$ cat src/verilog/ctec_pkg.sv
package ctec_pkg;

    // --------------------------------------------------------------------
    // Sizes
    // --------------------------------------------------------------------
    localparam int unsigned NUM_TABLES = 4;
    localparam int unsigned PHASE_W = 32;
    localparam int unsigned DATA_W = 32;
    localparam int unsigned ADDR_W = 8;
    localparam int unsigned CTRL_W = 16;
    localparam int unsigned COUNT_W = 16;

    // --------------------------------------------------------------------
    // Register offsets (byte addresses)
    // --------------------------------------------------------------------
    localparam logic [ADDR_W-1:0] CTRL_OFS = 8'h00;
    localparam logic [ADDR_W-1:0] PHASE0_OFS = 8'h04;
    localparam logic [ADDR_W-1:0] PHASE1_OFS = 8'h08;
    localparam logic [ADDR_W-1:0] PHASE2_OFS = 8'h0c;
    localparam logic [ADDR_W-1:0] PHASE3_OFS = 8'h10;
    localparam logic [ADDR_W-1:0] STATUS_OFS = 8'h14;
    localparam logic [ADDR_W-1:0] MASTER_OFS = 8'h18;

    // --------------------------------------------------------------------
    // Field positions of the control word
    // --------------------------------------------------------------------
    localparam int unsigned ARM_LSB = 0;
    localparam int unsigned IMM_LSB = 4;
    localparam int unsigned ACT_LSB = 8;

    // --------------------------------------------------------------------
    // Field positions of the status register
    // --------------------------------------------------------------------
    localparam int unsigned ST_PEND_LSB = 0;
    localparam int unsigned ST_IDX_LSB = 4;
    localparam int unsigned ST_VALID_BIT = 6;
    localparam int unsigned ST_COUNT_LSB = 16;

    // --------------------------------------------------------------------
    // Reset values
    // --------------------------------------------------------------------
    localparam logic [NUM_TABLES-1:0] ARM_RST = 4'h0;
    localparam logic [NUM_TABLES-1:0] ACTIVE_RST = 4'h0;
    localparam logic [PHASE_W-1:0] PHASE_RST = 32'h0000_0000;
    localparam logic [COUNT_W-1:0] COUNT_RST = 16'h0000;

    // --------------------------------------------------------------------
    // Engagement state
    // --------------------------------------------------------------------
    typedef enum logic [1:0] {
        CTEC_IDLE = 2'b01,
        CTEC_ENGAGED = 2'b10
    } ctec_state_t;

endpackage

$ cat src/verilog/ctec_top.sv
// Operation
// RULE1: With the table zero arm bit set, table zero is engaged once the master phase reaches its engage phase.
// RULE2: With the table one arm bit set, table one is engaged once the master phase reaches its engage phase.
// RULE3: With the table two arm bit set, table two is engaged once the master phase reaches its engage phase.
// RULE4: With the table three arm bit set, table three is engaged once the master phase reaches its engage phase.
// RULE5: Writing 1 to the table zero immediate bit engages table zero at once.
// RULE6: Writing 1 to the table one immediate bit engages table one at once.
// RULE7: Writing 1 to the table two immediate bit engages table two at once.
// RULE8: Writing 1 to the table three immediate bit engages table three at once.
// RULE9: The table zero active flag reads 1 exactly while table zero feeds the profile generator.
// RULE10: The table one active flag reads 1 exactly while table one feeds the profile generator.
// RULE11: The table two active flag reads 1 exactly while table two feeds the profile generator.
// RULE12: The table three active flag reads 1 exactly while table three feeds the profile generator.
// RULE13: Only one table feeds the generator at a time and a new engagement replaces the old one in one step.
// RULE14: Reset clears every arm and immediate bit so nothing is engaged until software sets one.
`timescale 1ns/1ns

// ------------------------------------------------------------------------
// Phase crossing detector
// ------------------------------------------------------------------------
module ctec_phase_cross
    import ctec_pkg::*;
(
    input wire logic [PHASE_W-1:0] phase_i,
    input wire logic [PHASE_W-1:0] prev_phase_i,
    input wire logic [PHASE_W-1:0] level_i,
    output logic hit_o
);

    logic exact;
    logic rising;
    logic wrapped;

    // A cyclic master phase may wrap between samples, so a level that lies
    // in the skipped span past the wrap point is reached as well.
    always_comb begin
        exact = (phase_i == level_i);
        rising = (prev_phase_i < level_i) && (phase_i > level_i);
        wrapped = (prev_phase_i > phase_i) && ((level_i > prev_phase_i) || (level_i < phase_i));
        hit_o = exact || rising || wrapped;
    end

endmodule

// ------------------------------------------------------------------------
// Cam table engagement control
// ------------------------------------------------------------------------
module ctec_top
    import ctec_pkg::*;
(
    input wire logic core_clk_i,
    input wire logic srst_i,
    input wire logic [ADDR_W-1:0] addr_i,
    input wire logic [DATA_W-1:0] wr_data_i,
    input wire logic wr_i,
    input wire logic rd_i,
    output logic [DATA_W-1:0] rd_data_o,
    input wire logic [PHASE_W-1:0] master_phase_i,
    output logic [NUM_TABLES-1:0] active_table_o,
    output logic [1:0] active_index_o,
    output logic active_valid_o,
    output logic engage_pulse_o,
    output logic [PHASE_W-1:0] active_engage_phase_o
);

    logic [NUM_TABLES-1:0] arm;
    logic [NUM_TABLES-1:0] pending;
    logic [NUM_TABLES-1:0] active;
    logic [NUM_TABLES-1:0] phase_hit;
    logic [NUM_TABLES-1:0] arm_hit;
    logic [NUM_TABLES-1:0] imm_req;
    logic [NUM_TABLES-1:0] arm_set;
    logic [NUM_TABLES-1:0] next_active;
    logic [PHASE_W-1:0] engage_phase [NUM_TABLES];
    logic [PHASE_W-1:0] prev_phase;
    logic [PHASE_W-1:0] next_engage_phase;
    logic [COUNT_W-1:0] engage_count;
    logic [1:0] next_index;
    logic phase_valid;
    logic ctrl_wr;
    logic engage;
    ctec_state_t state;
    ctec_state_t next_state;

    // --------------------------------------------------------------------
    // Write decode
    // --------------------------------------------------------------------
    always_comb begin
        ctrl_wr = wr_i && (addr_i == CTRL_OFS);
        imm_req = ctrl_wr ? wr_data_i[IMM_LSB +: NUM_TABLES] : '0;
        arm_set = ctrl_wr ? wr_data_i[ARM_LSB +: NUM_TABLES] : '0;
    end

    // --------------------------------------------------------------------
    // Control word arm bits
    // --------------------------------------------------------------------
    always_ff @(posedge core_clk_i) begin
        if (srst_i) begin
            arm <= ARM_RST; // RULE14
        end else if (ctrl_wr) begin
            arm <= wr_data_i[ARM_LSB +: NUM_TABLES];
        end
    end

    // An armed table engages once per arming; writing the arm bit again
    // re-arms it. A re-arm in the engaging cycle wins over the clear.
    always_ff @(posedge core_clk_i) begin
        if (srst_i) begin
            pending <= ARM_RST; // RULE14
        end else if (ctrl_wr) begin
            pending <= arm_set;
        end else begin
            pending <= pending & ~(engage ? next_active : '0);
        end
    end

    // --------------------------------------------------------------------
    // Engage phase levels
    // --------------------------------------------------------------------
    always_ff @(posedge core_clk_i) begin
        if (srst_i) begin
            for (int i = 0; i < NUM_TABLES; i++) begin
                engage_phase[i] <= PHASE_RST;
            end
        end else if (wr_i) begin
            unique case (addr_i)
                PHASE0_OFS: begin
                    engage_phase[0] <= wr_data_i;
                end
                PHASE1_OFS: begin
                    engage_phase[1] <= wr_data_i;
                end
                PHASE2_OFS: begin
                    engage_phase[2] <= wr_data_i;
                end
                PHASE3_OFS: begin
                    engage_phase[3] <= wr_data_i;
                end
                default: begin
                end
            endcase
        end
    end

    // --------------------------------------------------------------------
    // Master phase history
    // --------------------------------------------------------------------
    // No crossing is judged on the first sample after reset, since the
    // previous phase is not yet known.
    always_ff @(posedge core_clk_i) begin
        if (srst_i) begin
            prev_phase <= PHASE_RST;
            phase_valid <= 1'b0;
        end else begin
            prev_phase <= master_phase_i;
            phase_valid <= 1'b1;
        end
    end

    for (genvar g = 0; g < NUM_TABLES; g++) begin : g_cross
        ctec_phase_cross u_cross (
            .phase_i(master_phase_i),
            .prev_phase_i(prev_phase),
            .level_i(engage_phase[g]),
            .hit_o(phase_hit[g])
        );
    end

    // --------------------------------------------------------------------
    // Engagement selection
    // --------------------------------------------------------------------
    // Immediate requests take precedence over armed crossings; within a
    // group the lowest table number wins.
    always_comb begin
        arm_hit = pending & phase_hit & {NUM_TABLES{phase_valid}};
        engage = 1'b0;
        next_active = active;
        next_index = active_index_o;
        if (imm_req[0]) begin
            engage = 1'b1; // RULE5
            next_active = 4'h1;
            next_index = 2'h0;
        end else if (imm_req[1]) begin
            engage = 1'b1; // RULE6
            next_active = 4'h2;
            next_index = 2'h1;
        end else if (imm_req[2]) begin
            engage = 1'b1; // RULE7
            next_active = 4'h4;
            next_index = 2'h2;
        end else if (imm_req[3]) begin
            engage = 1'b1; // RULE8
            next_active = 4'h8;
            next_index = 2'h3;
        end else if (arm_hit[0]) begin
            engage = 1'b1; // RULE1
            next_active = 4'h1;
            next_index = 2'h0;
        end else if (arm_hit[1]) begin
            engage = 1'b1; // RULE2
            next_active = 4'h2;
            next_index = 2'h1;
        end else if (arm_hit[2]) begin
            engage = 1'b1; // RULE3
            next_active = 4'h4;
            next_index = 2'h2;
        end else if (arm_hit[3]) begin
            engage = 1'b1; // RULE4
            next_active = 4'h8;
            next_index = 2'h3;
        end
        // The reported level is latched at engagement, so a later rewrite of
        // the active table's level register does not show on the output.
        next_engage_phase = engage ? engage_phase[next_index] : active_engage_phase_o;
        next_state = engage ? CTEC_ENGAGED : state;
    end

    // --------------------------------------------------------------------
    // Active table
    // --------------------------------------------------------------------
    // Nothing disengages a table except reset or another engagement: clearing an arm
    // bit only cancels a crossing that has not been seen yet, and an engaged
    // table keeps feeding the generator.
    always_ff @(posedge core_clk_i) begin
        if (srst_i) begin
            active <= ACTIVE_RST;
            state <= CTEC_IDLE;
        end else begin
            active <= next_active; // RULE13
            state <= next_state;
        end
    end

    always_ff @(posedge core_clk_i) begin
        if (srst_i) begin
            active_table_o <= ACTIVE_RST;
            active_index_o <= 2'h0;
            active_valid_o <= 1'b0;
            active_engage_phase_o <= PHASE_RST;
        end else begin
            active_table_o <= next_active; // RULE13
            active_index_o <= next_index;
            active_valid_o <= (next_state == CTEC_ENGAGED);
            active_engage_phase_o <= next_engage_phase;
        end
    end

    // Every engagement pulses once and counts, a repeat engagement of the
    // table that is already active as well. The counter simply wraps.
    always_ff @(posedge core_clk_i) begin
        if (srst_i) begin
            engage_pulse_o <= 1'b0;
            engage_count <= COUNT_RST;
        end else begin
            engage_pulse_o <= engage;
            if (engage) begin
                engage_count <= engage_count + 16'h0001;
            end
        end
    end

    // --------------------------------------------------------------------
    // Read port
    // --------------------------------------------------------------------
    // Immediate bits are write-only actions and read as zero.
    // The active flags read from the active register, which is loaded in step with active_table_o and holds the same value.
    always_ff @(posedge core_clk_i) begin
        if (srst_i) begin
            rd_data_o <= '0;
        end else if (rd_i) begin
            rd_data_o <= '0;
            unique case (addr_i)
                CTRL_OFS: begin
                    rd_data_o[ARM_LSB +: NUM_TABLES] <= arm;
                    rd_data_o[ACT_LSB +: NUM_TABLES] <= active; // RULE9 RULE10 RULE11 RULE12
                end
                PHASE0_OFS: begin
                    rd_data_o <= engage_phase[0];
                end
                PHASE1_OFS: begin
                    rd_data_o <= engage_phase[1];
                end
                PHASE2_OFS: begin
                    rd_data_o <= engage_phase[2];
                end
                PHASE3_OFS: begin
                    rd_data_o <= engage_phase[3];
                end
                STATUS_OFS: begin
                    rd_data_o[ST_PEND_LSB +: NUM_TABLES] <= pending;
                    rd_data_o[ST_IDX_LSB +: 2] <= active_index_o;
                    rd_data_o[ST_VALID_BIT] <= (state == CTEC_ENGAGED);
                    rd_data_o[ST_COUNT_LSB +: COUNT_W] <= engage_count;
                end
                MASTER_OFS: begin
                    rd_data_o <= master_phase_i;
                end
                default: begin
                end
            endcase
        end
    end

endmodule

$ cat config.mk
export PLATFORM = sky130hd
export DESIGN_NAME = ctec_top
export DESIGN_NICKNAME = d
export VERILOG_FILES = /design/src/verilog/ctec_pkg.sv /design/src/verilog/ctec_top.sv
export SDC_FILE = /design/constraint.sdc
export NUM_CORES = 1
export LEC_CHECK = 0
export ABC_AREA = 1
export BUFFER_PORTS_ARGS = -buffer_cell sky130_fd_sc_hd__buf_2
export CAP_MARGIN = 10
export CORE_MARGIN = 5
export CORE_UTILIZATION = 37
export CTS_BUF_LIST = sky130_fd_sc_hd__clkbuf_4 sky130_fd_sc_hd__clkbuf_8 sky130_fd_sc_hd__clkbuf_16
export CTS_CLUSTER_SIZE = 20
export DETAILED_ROUTE_END_ITERATION = 8
export GPL_TIMING_DRIVEN = 0
export HOLD_SLACK_MARGIN = 0.15
export PLACE_DENSITY = 0.59
export RECOVER_POWER = 25
export SLEW_MARGIN = 20
export SYNTH_ARGS = -nofsm -noshare
export SYNTH_HDL_FRONTEND = slang
export SYNTH_SLANG_ARGS = --single-unit
$ cat constraint.sdc
create_clock -name core_clk_i -period 9.9 [get_ports core_clk_i]
set_clock_uncertainty 0.05 [all_clocks]
set_input_delay 0.495 -clock core_clk_i [delete_from_list [all_inputs] [get_ports core_clk_i]]
set_output_delay 0.495 -clock core_clk_i [all_outputs]
set_load 0.01 [all_outputs]
# Word-level counts from Yosys, hierarchy flattened
# Memory sizes are Yosys's and may differ from the RTL's. A register that Yosys moved wholly into a read port is not among the register bits.
# Index checks and enable logic that the tools add are counted.
# word_totals
regBits	99
mem_bits_rw	128
output_inout_bits	72
word_cells	129
n_memories	1
# op_classes
add_sub_neg	1
n_lt_le_gt_ge	17
eq_ne	12
muxes	57
bitwise	8
n_reduce_logical	22
# mem_list
name	words	width	rd	rd_clocked_by_memory_dff	wr	line	rtl
engage_phase	4	32	5	1	4	ctec_top.sv:74	logic [PHASE_W-1:0] engage_phase [NUM_TABLES];
# op_table
cell	count
$gt A32 B32 Y1	9
$lt A32 B32 Y1	8
$eq A32 B32 Y1	4
$mux W32	4
$pmux W16 S6	1
$mux W4	11
$pmux W4 S7	1
$mux W1	27
$eq A8 B5 Y1 const B	3
$pmux W4 S6	1
$pmux W4 S5	1
$mux W2	9
$pmux W3 S6	1
$add A16 B1 Y16 const B	1
$eq A8 B4 Y1 const B	2
$and A4 B4 Y4	3
$logic_or A1 B1 Y1	12
$logic_and A1 B1 Y1	9
$eq A8 B3 Y1 const B	1
$logic_not A8 Y1	1
$pmux W1 S5	1
$eq A2 B2 Y1 const B	2
$not A4 Y4	1
$or A1 B1 Y1	4

# Logic depth before layout (Yosys ltp)
# Gate-level depths: netlist (run 1).
# depth
word_depth	18
depth_mapped	31
depth_no_buf	29

# Hierarchy
# A second synthesis (run 1) with hierarchy kept.
# unflattened
hier_cells	3036
area_unflattened_um2	21901.0
# by_module_without_submodules
mod	instances	cells_each	area_per_inst_um2	seq_area_each_um2
ctec_top	1	1528	12136.6	6466.2
ctec_phase_cross	4	377	2441.1	0.0

# Least setup slack after synthesis (run 1)
# Ideal clock, no wire load.
# synth_timing
path_type	input to register
start	in addr_i[7]
end	mem engage_phase[3][0] (enable)
arrival_time_ps	3887
t_required_ps	9384
path_slack_ps	5497
cell_stages	8
cell_sequence	nor2_1 -> inv_2 -> nor3_1 -> nand2_1 -> nor2_1 -> inv_1 -> clkbuf_1 -> o21ai_0
# synth_rtl
element	line	rtl
start, declared	ctec_top.sv:53	input wire logic [ADDR_W-1:0] addr_i,
end, declared	ctec_top.sv:74	

==> results of run 1 <==
## routing by layer
metal  global-route usage  vias up  wire length [um]
li1                     -     8554                 -
met1               0.4091     8715             35990
met2               0.4407      908             35110
met3              0.06187      143              7767
met4              0.09816        2              2690
met5                    0        -                13
## stage by stage
stage          hold slack, ps  total power [mW]  instance area (um2)
3_5_place_dp            404.0             1.682                20450
3_3_place_gp            402.7             1.663                20210
2_1_floorplan           387.4             1.487                18630
4_1_cts                 157.5             2.891                21530
6_report                180.4             2.881                21450
5_1_grt                 182.4             3.000                21440
## cells in the mapped netlist (all sizes together), types with 2 or more instances
cell type / number / area share
edfxtp: 128 / 0.21
nor3: 18 / 0.0054
a211oi: 4 / 0.0016
o21ai: 80 / 0.021
clkinv: 2 / 0.00040
xor2: 4 / 0.0019
o21a: 11 / 0.0044
buf: 30 / 0.013
o221ai: 4 / 0.0019
o22ai: 35 / 0.012
a21o: 3 / 0.0012
ha: 286 / 0.19
nor4: 13 / 0.0050
a21oi: 204 / 0.055
dfxtp: 131 / 0.14
a22oi: 2 / 0.00081
o211ai: 6 / 0.0024
nor2: 330 / 0.069
nand3: 194 / 0.054
and3: 3 / 0.0010
o31ai: 2 / 0.00081
nand4: 29 / 0.010
a221oi: 45 / 0.021
inv: 369 / 0.074
nand2: 422 / 0.086
clkbuf: 49 / 0.010
nand3b: 3 / 0.0012
o21bai: 4 / 0.0018
## worst max-delay path: stages (launching register included)
cell and delay, ps:
edfxtp_1 550, ha_1 370, nand2_1 70, nor2_1 190, nand4_1 250, nor4_1 740
nand2_1 110, nand2_1 110, nor2_1 50, nor2_1 80, nand2_1 90, nand2_2 120
nand2_1 90, o21bai_2 180, nand2_1 90, nand2_2 200, buf_2 380, nand3_1 170
nand3_1 250, nand2_1 80, inv_1 50
## sequential cells by signal (all words and copies together), names as in the netlist
| name | count |
|---|---|
| engage_pulse_o | 1 |
| active_table_o | 4 |
| phase_valid | 1 |
| engage_count | 16 |
| active_index_o | 2 |
| active_engage_phase_o | 32 |
| engage_phase | 128 |
| arm | 4 |
| pending | 4 |
| rd_data_o | 32 |
| active_valid_o | 1 |
| state | 2 |
| prev_phase | 32 |
## worst paths after layout
kind / startpoint / endpoint / slack (ps)
max reg2reg: engage_phase[2][31] / active_engage_phase_o[21] / 5560
min: wr_data_i[0] / arm[0] / 180
min reg2reg: arm[2] / arm[2] / 420
max: engage_phase[2][31] / active_engage_phase_o[21] / 5560
## layout make-up
| class | instances | area [um2] | share of cell area |
|---|---|---|---|
| antenna | 1 | 2.502 | 0.0001167 |
| buffer | 81 | 451.7 | 0.02106 |
| clock buffer | 37 | 845.8 | 0.03944 |
| clock inverter | 21 | 219.0 | 0.01021 |
| inverter | 371 | 1395 | 0.06505 |
| multi-input combinational | 1708 | 10360 | 0.4831 |
| sequential | 259 | 6466 | 0.3015 |
| tap | 672 | 840.8 | 0.03921 |
| timing repair buffer | 156 | 863.3 | 0.04026 |
## power groups by stage
stage | clock (mW) | combinational [mW] | sequential, mW
after floorplan | 0 | 0.273 | 1.21
after global placement | 0 | 0.431 | 1.23
after detailed placement | 0 | 0.455 | 1.23
after CTS | 1.23 | 0.459 | 1.20
after global routing | 1.27 | 0.520 | 1.21
final | 1.21 | 0.465 | 1.21
## logic make-up after synthesis
family / Yosys count
fa+ha+maj: 286
xor+xnor: 5
buf+inv: 452
flops: 259
compound gates: 404
simple gates: 1013
==> qor.yml, run 1 <==
wire_per_inst_um: 24.67
synth-async-reset-ratio: 0
worst_pin_slew_ps: 2502
synth_edf_count: 128
maxCapViolCount: 1
place_hpwl_um: 63410
postRouteAntennaNets: 0
ys_seq_area_frac: 0.3471
gr-total-overflow: 0
required_ps: 10390
cts_root_buf: "clkbuf_16"
fillers: 5089
cts_resized: 0
dp.cells: 3245
grt_max_degree: 19
pwr-share-clk: 0.420
via_per_inst: 5.542
fp-row-count: 82
grt_pass1_vias: 17430
worstSetupStartpointType: "register"
path_clk_slew_ps: 60
crit_arrival_ps: 4830
ys_ff_latch: 259
fin_ws_ps: 5562
cts_tree: "yes"
relSlewSlack: -0.6856
syn_to_final_growth_pct: 15.11
yosys.area_share.adder: 0.1921
post-cts-setup-buffers: 0
insertion_delay_ps: 610
fin_setup_tns_ps: 0
io_pins: 148
p_leak_nw: 10.23
layoutNonFillerInstCount: 3306
ir_worst_vdd_v: 0.0001536
synth_xor_xnor_area_share: 0.002351
drive_gt1_frac: 0.08090
final_common_cell: "nand2_1"
grt_pass1_wl_um: 116800
io_buffers: 147
syn_inst: 2419
synth_simple_gate_area_frac: 0.2330
start_util: 0.3729
combinationalPowerShare: 0.161
cts_buffers: 31
clock_path_buffers: 3
slew_violations: 9
fin_crit_sh: 0.4382
cts_hold_buf: 1
run_status: "finished, violations left"
syn-num-nets: 2781
ys.flop_type: "dfxtp_1"
power.density_nw_per_um2: 134.3
fmax_ghz: 0.2305
place_congestion: 0.9925
cp-end-kind: "register"
fp.dieW_um: 234.4
rr_worst_depth: 20
antenna_found_initial: 4
synth_top_family_by_area: "simple AND/OR/NAND/NOR gates"
synth_compound_area_frac: 0.1265
rsz0062_at_grt: "false"
die_y_um: 234.4
nets: 2970
first_pass_iters: 6
final_util: 0.4292
cts.htree.levels: 1
p_seq_frac: 0.418
track_usage: 0.2896
syn_area_per_cell_um2: 7.702
drc: 0
min_path_type: "input port to register"
die_area_um2: 54940
hold_depth: 3
synth_cell_type_count: 54
failed_checks: "max-capacitance violations, max-slew violations"
yosysWarnings: 0
intPower_mw: 2.012
dpl_worst_slack_ps: 5534
finalHoldViolations: 0
finalSetupViolCount: 0
wirelength_um: 81570
crit_fanout: 10
power.switching_mw: 0.8692
core-area_um2: 49970
p_sw_frac: 0.3017
cts.sinks: 259
syn_area_um2: 18630
synth_mux_area_frac: 0
finalCriticalPeriod_ps: 4338
vias: 18320
final_cell_mix: "416 x nand2_1, 359 x inv_1, 322 x nor2_1"
path_class: "register to register"
initialDrtViolationCount: 2190
(Power assumes the default switching activity.)
==> inputs of run 2 (changes only) <==
ABC_AREA = 0   (was 1)
clock period = 4.5 ns   (was 9.9 ns; I/O delays follow)
==> run 2 against run 1 <==
The flow now finishes without violations. Maximum frequency is 3.0% lower. Area after synthesis decreased by 3.3%. Setup slack worse by 5500 ps. Synthesized cell count fell by 18%. Core utilization rose by 1.8 points. First-iteration DRC count up 2.3%. Flip-flop and latch count unchanged. Critical path type unchanged. Register-to-register slack lost 5500 ps. Largest cell class unchanged. Die area fell by 3.2%. Count of clock-buffer cells in the layout rose by 4. Via count is 7.0% lower.
==> qor.yml, run 2 <==
fp-row-count: 80
fp.dieW_um: 230.7
rr_worst_depth: 17
drive_gt1_frac: 0.08418
rrSetupSlack_ps: 30
insertion_delay_ps: 600
path_class: "register to register"
cts_tree: "yes"
busiest_layer: "met2"
place_congestion: 0.9738
relSlewSlack: 0.2733
grt_max_degree: 23
grt_pass1_wl_um: 107800
maxCapViolCount: 0
cts_root_buf: "clkbuf_16"
gr-total-overflow: 0
worstHoldEndpoint: "rd_data_o[2]"
finalHoldViolations: 0
vias: 17040
ys.flop_type: "dfxtp_1"
worst_pin_slew_ps: 1090
yosysWarnings: 0
finalCriticalPeriod_ps: 4472
required_ps: 4960
path_clk_slew_ps: 60
synth_area_leader_cell: "edfxtp_1"
reg2reg_to: "active_engage_phase_o[8]"
die_area_um2: 53200
io_pins: 148
final_cell_mix: "286 x ha_1, 170 x inv_1, 152 x a21oi_1"
synth_top_area_frac: 0.2134
top_register: "engage_phase"
die_y_um: 230.7
met3_usage: 0.05923
fillers: 4725
startpoint: "engage_phase[0][5]"
cts.sinks: 259
clock_path_buffers: 3
wire_per_inst_um: 26.00
antenna_found_initial: 1
fmax_ghz: 0.2236
r2r_start: "engage_phase[0][5]"
final_common_cell: "ha_1"
syn_area_per_cell_um2: 9.112
postRouteAntennaNets: 0
wirelength_um: 74700
synth-async-reset-ratio: 0
grt_pass1_vias: 16260
cts.htree.levels: 1
via_per_inst: 5.929
synth_most_common_cell: "ha_1"
ir_worst_vdd_v: 0.0003464
crit_arrival_ps: 4930
dpl_worst_slack_ps: -861.3
worst_hold_slack_ps: 212.8
cts_buffers: 31
slew_violations: 0
multiInputGateArea_um2: 10600
fin_crit_sh: 0.9939
crit_fanout: 10
ys_seq_area_frac: 0.3589
syn-num-nets: 2339
syn_area_um2: 18010
track_usage: 0.2703
syn_inst: 1977
run_status: "completed"
finish.instance_area_um2: 21440
p_leak_nw: 8.939
synth_cell_type_count: 69
grt_use_met1: 0.3795
power.density_nw_per_um2: 289.2
worstSetupStartpointType: "register"
hp-start: "rd_i"
regArea_um2: 6466
gr-usage-met2: 0.4123
finalSetupViolCount: 0
first_pass_iters: 7
hold_depth: 4
syn_to_final_growth_pct: 19.00
initialDrtViolationCount: 2241
core-area_um2: 47950
placed_area_um2: 19610
netlist_top_cells_count: "286 x ha_1, 170 x inv_1, 156 x a21oi_1"
ys_ff_latch: 259
final_util: 0.4471
place_hpwl_um: 58890
io_buffers: 142
start_util: 0.3757
cp-end-kind: "register"
largest_reg_flops: 128
fin_ws_ps: 27.52
synth_edf_count: 128
nets: 2594
synth_area_leaders: "edfxtp_1 21%, ha_1 20%, dfxtp_1 15%"
min_path_type: "input port to register"
drc: 0
-- run 2: cell count changes in the layout (fill, tap and decap cells not counted), sizes merged, moves of 30 or more --
cell	change
nand2	-276
nor2	-212
inv	-201
nand3	-161
and2	+130
dlygate4sd3	+67
nor3	+65
o211ai	+46
a21oi	-45
clkbuf	+34
o22ai	-33
a21boi	+31
a22oi	+30
-- run 2: worst max-delay path: stages (launching register included) --
cell and delay, ps:
edfxtp_1 470, inv_1 130, ha_1 250, a21oi_1 150
o21ai_1 160, a221o_1 400, or3_1 440, a2111o_1 460
o21ai_2 100, a21oi_2 150, or2_1 270, buf_6 140
o21bai_4 180, a2111oi_4 410, buf_12 190, buf_6 180
o21ai_1 140, o211ai_1 100
-- run 2: logic make-up (layout without fill, tap and decap cells) --
group	after synthesis	count (layout)	share of synthesized area
and+or+nand+nor	628	628	0.1772
DFF	259	259	0.3589
adders and majority gates	288	288	0.1997
other	0	1	0
buffers and inverters	264	544	0.05765
AOI/OAI and AO/OA	517	517	0.1954
xor gates and xnor gates	10	10	0.004862
muxes	11	11	0.006112
-- run 2: where the power goes --
group / total [mW] / switching, mW / leakage (nW) / internal (mW)
combinational: 0.987 / 0.612 / 6.15 / 0.375
clock: 2.53 / 1.07 / 0.506 / 1.46
sequential: 2.68 / 0.118 / 2.28 / 2.56
-- run 2: timing repair --
item / CTS / global route
resized for setup: 27 / 20
buffers inserted: 5 / 3
hold buffers: 69 / 0
setup endpoints to repair: 40 / 42
hold endpoints to repair: 201 / 0
gates cloned: 0 / 0
pin swaps: 4 / 7
-- run 2: how the worst max path moves through the flow --
stage / endpoint
final: active_engage_phase_o[8]
after global placement: active_engage_phase_o[8]
after global routing: active_engage_phase_o[8]
after floorplan: active_engage_phase_o[1]
after detailed placement: active_engage_phase_o[8]
after CTS: active_engage_phase_o[8]
-- run 2: metal layers --
layer	vias up	wire [um]
li1	7823	-
met4	0	2997
met1	8142	31970
met5	-	0
met2	915	31780
met3	155	7945
-- run 2: layout make-up --
cell class / instances / area share
Clock inverter: 17 / 0.007237
Timing Repair Buffer: 223 / 0.07033
Sequential cell: 259 / 0.3016
Buffer: 92 / 0.02049
Multi-Input combinational cell: 1454 / 0.4944
Tap cell: 615 / 0.03589
Inverter: 171 / 0.02994
Antenna cell: 1 / 0.0001167
Clock buffer: 41 / 0.03998
-- run 2: metrics by stage --
| step | power (mW) | std cells | TNS (ps) |
|---|---|---|---|
| after floorplan | 3.218 | 1977 | 0 |
| after global placement | 3.598 | 2734 | -20180 |
| after detailed placement | 3.630 | 2738 | -22450 |
| after CTS | 6.204 | 2869 | 0 |
| after global routing | 6.435 | 2872 | -4.461 |
| final | 6.200 | 2873 | 0 |
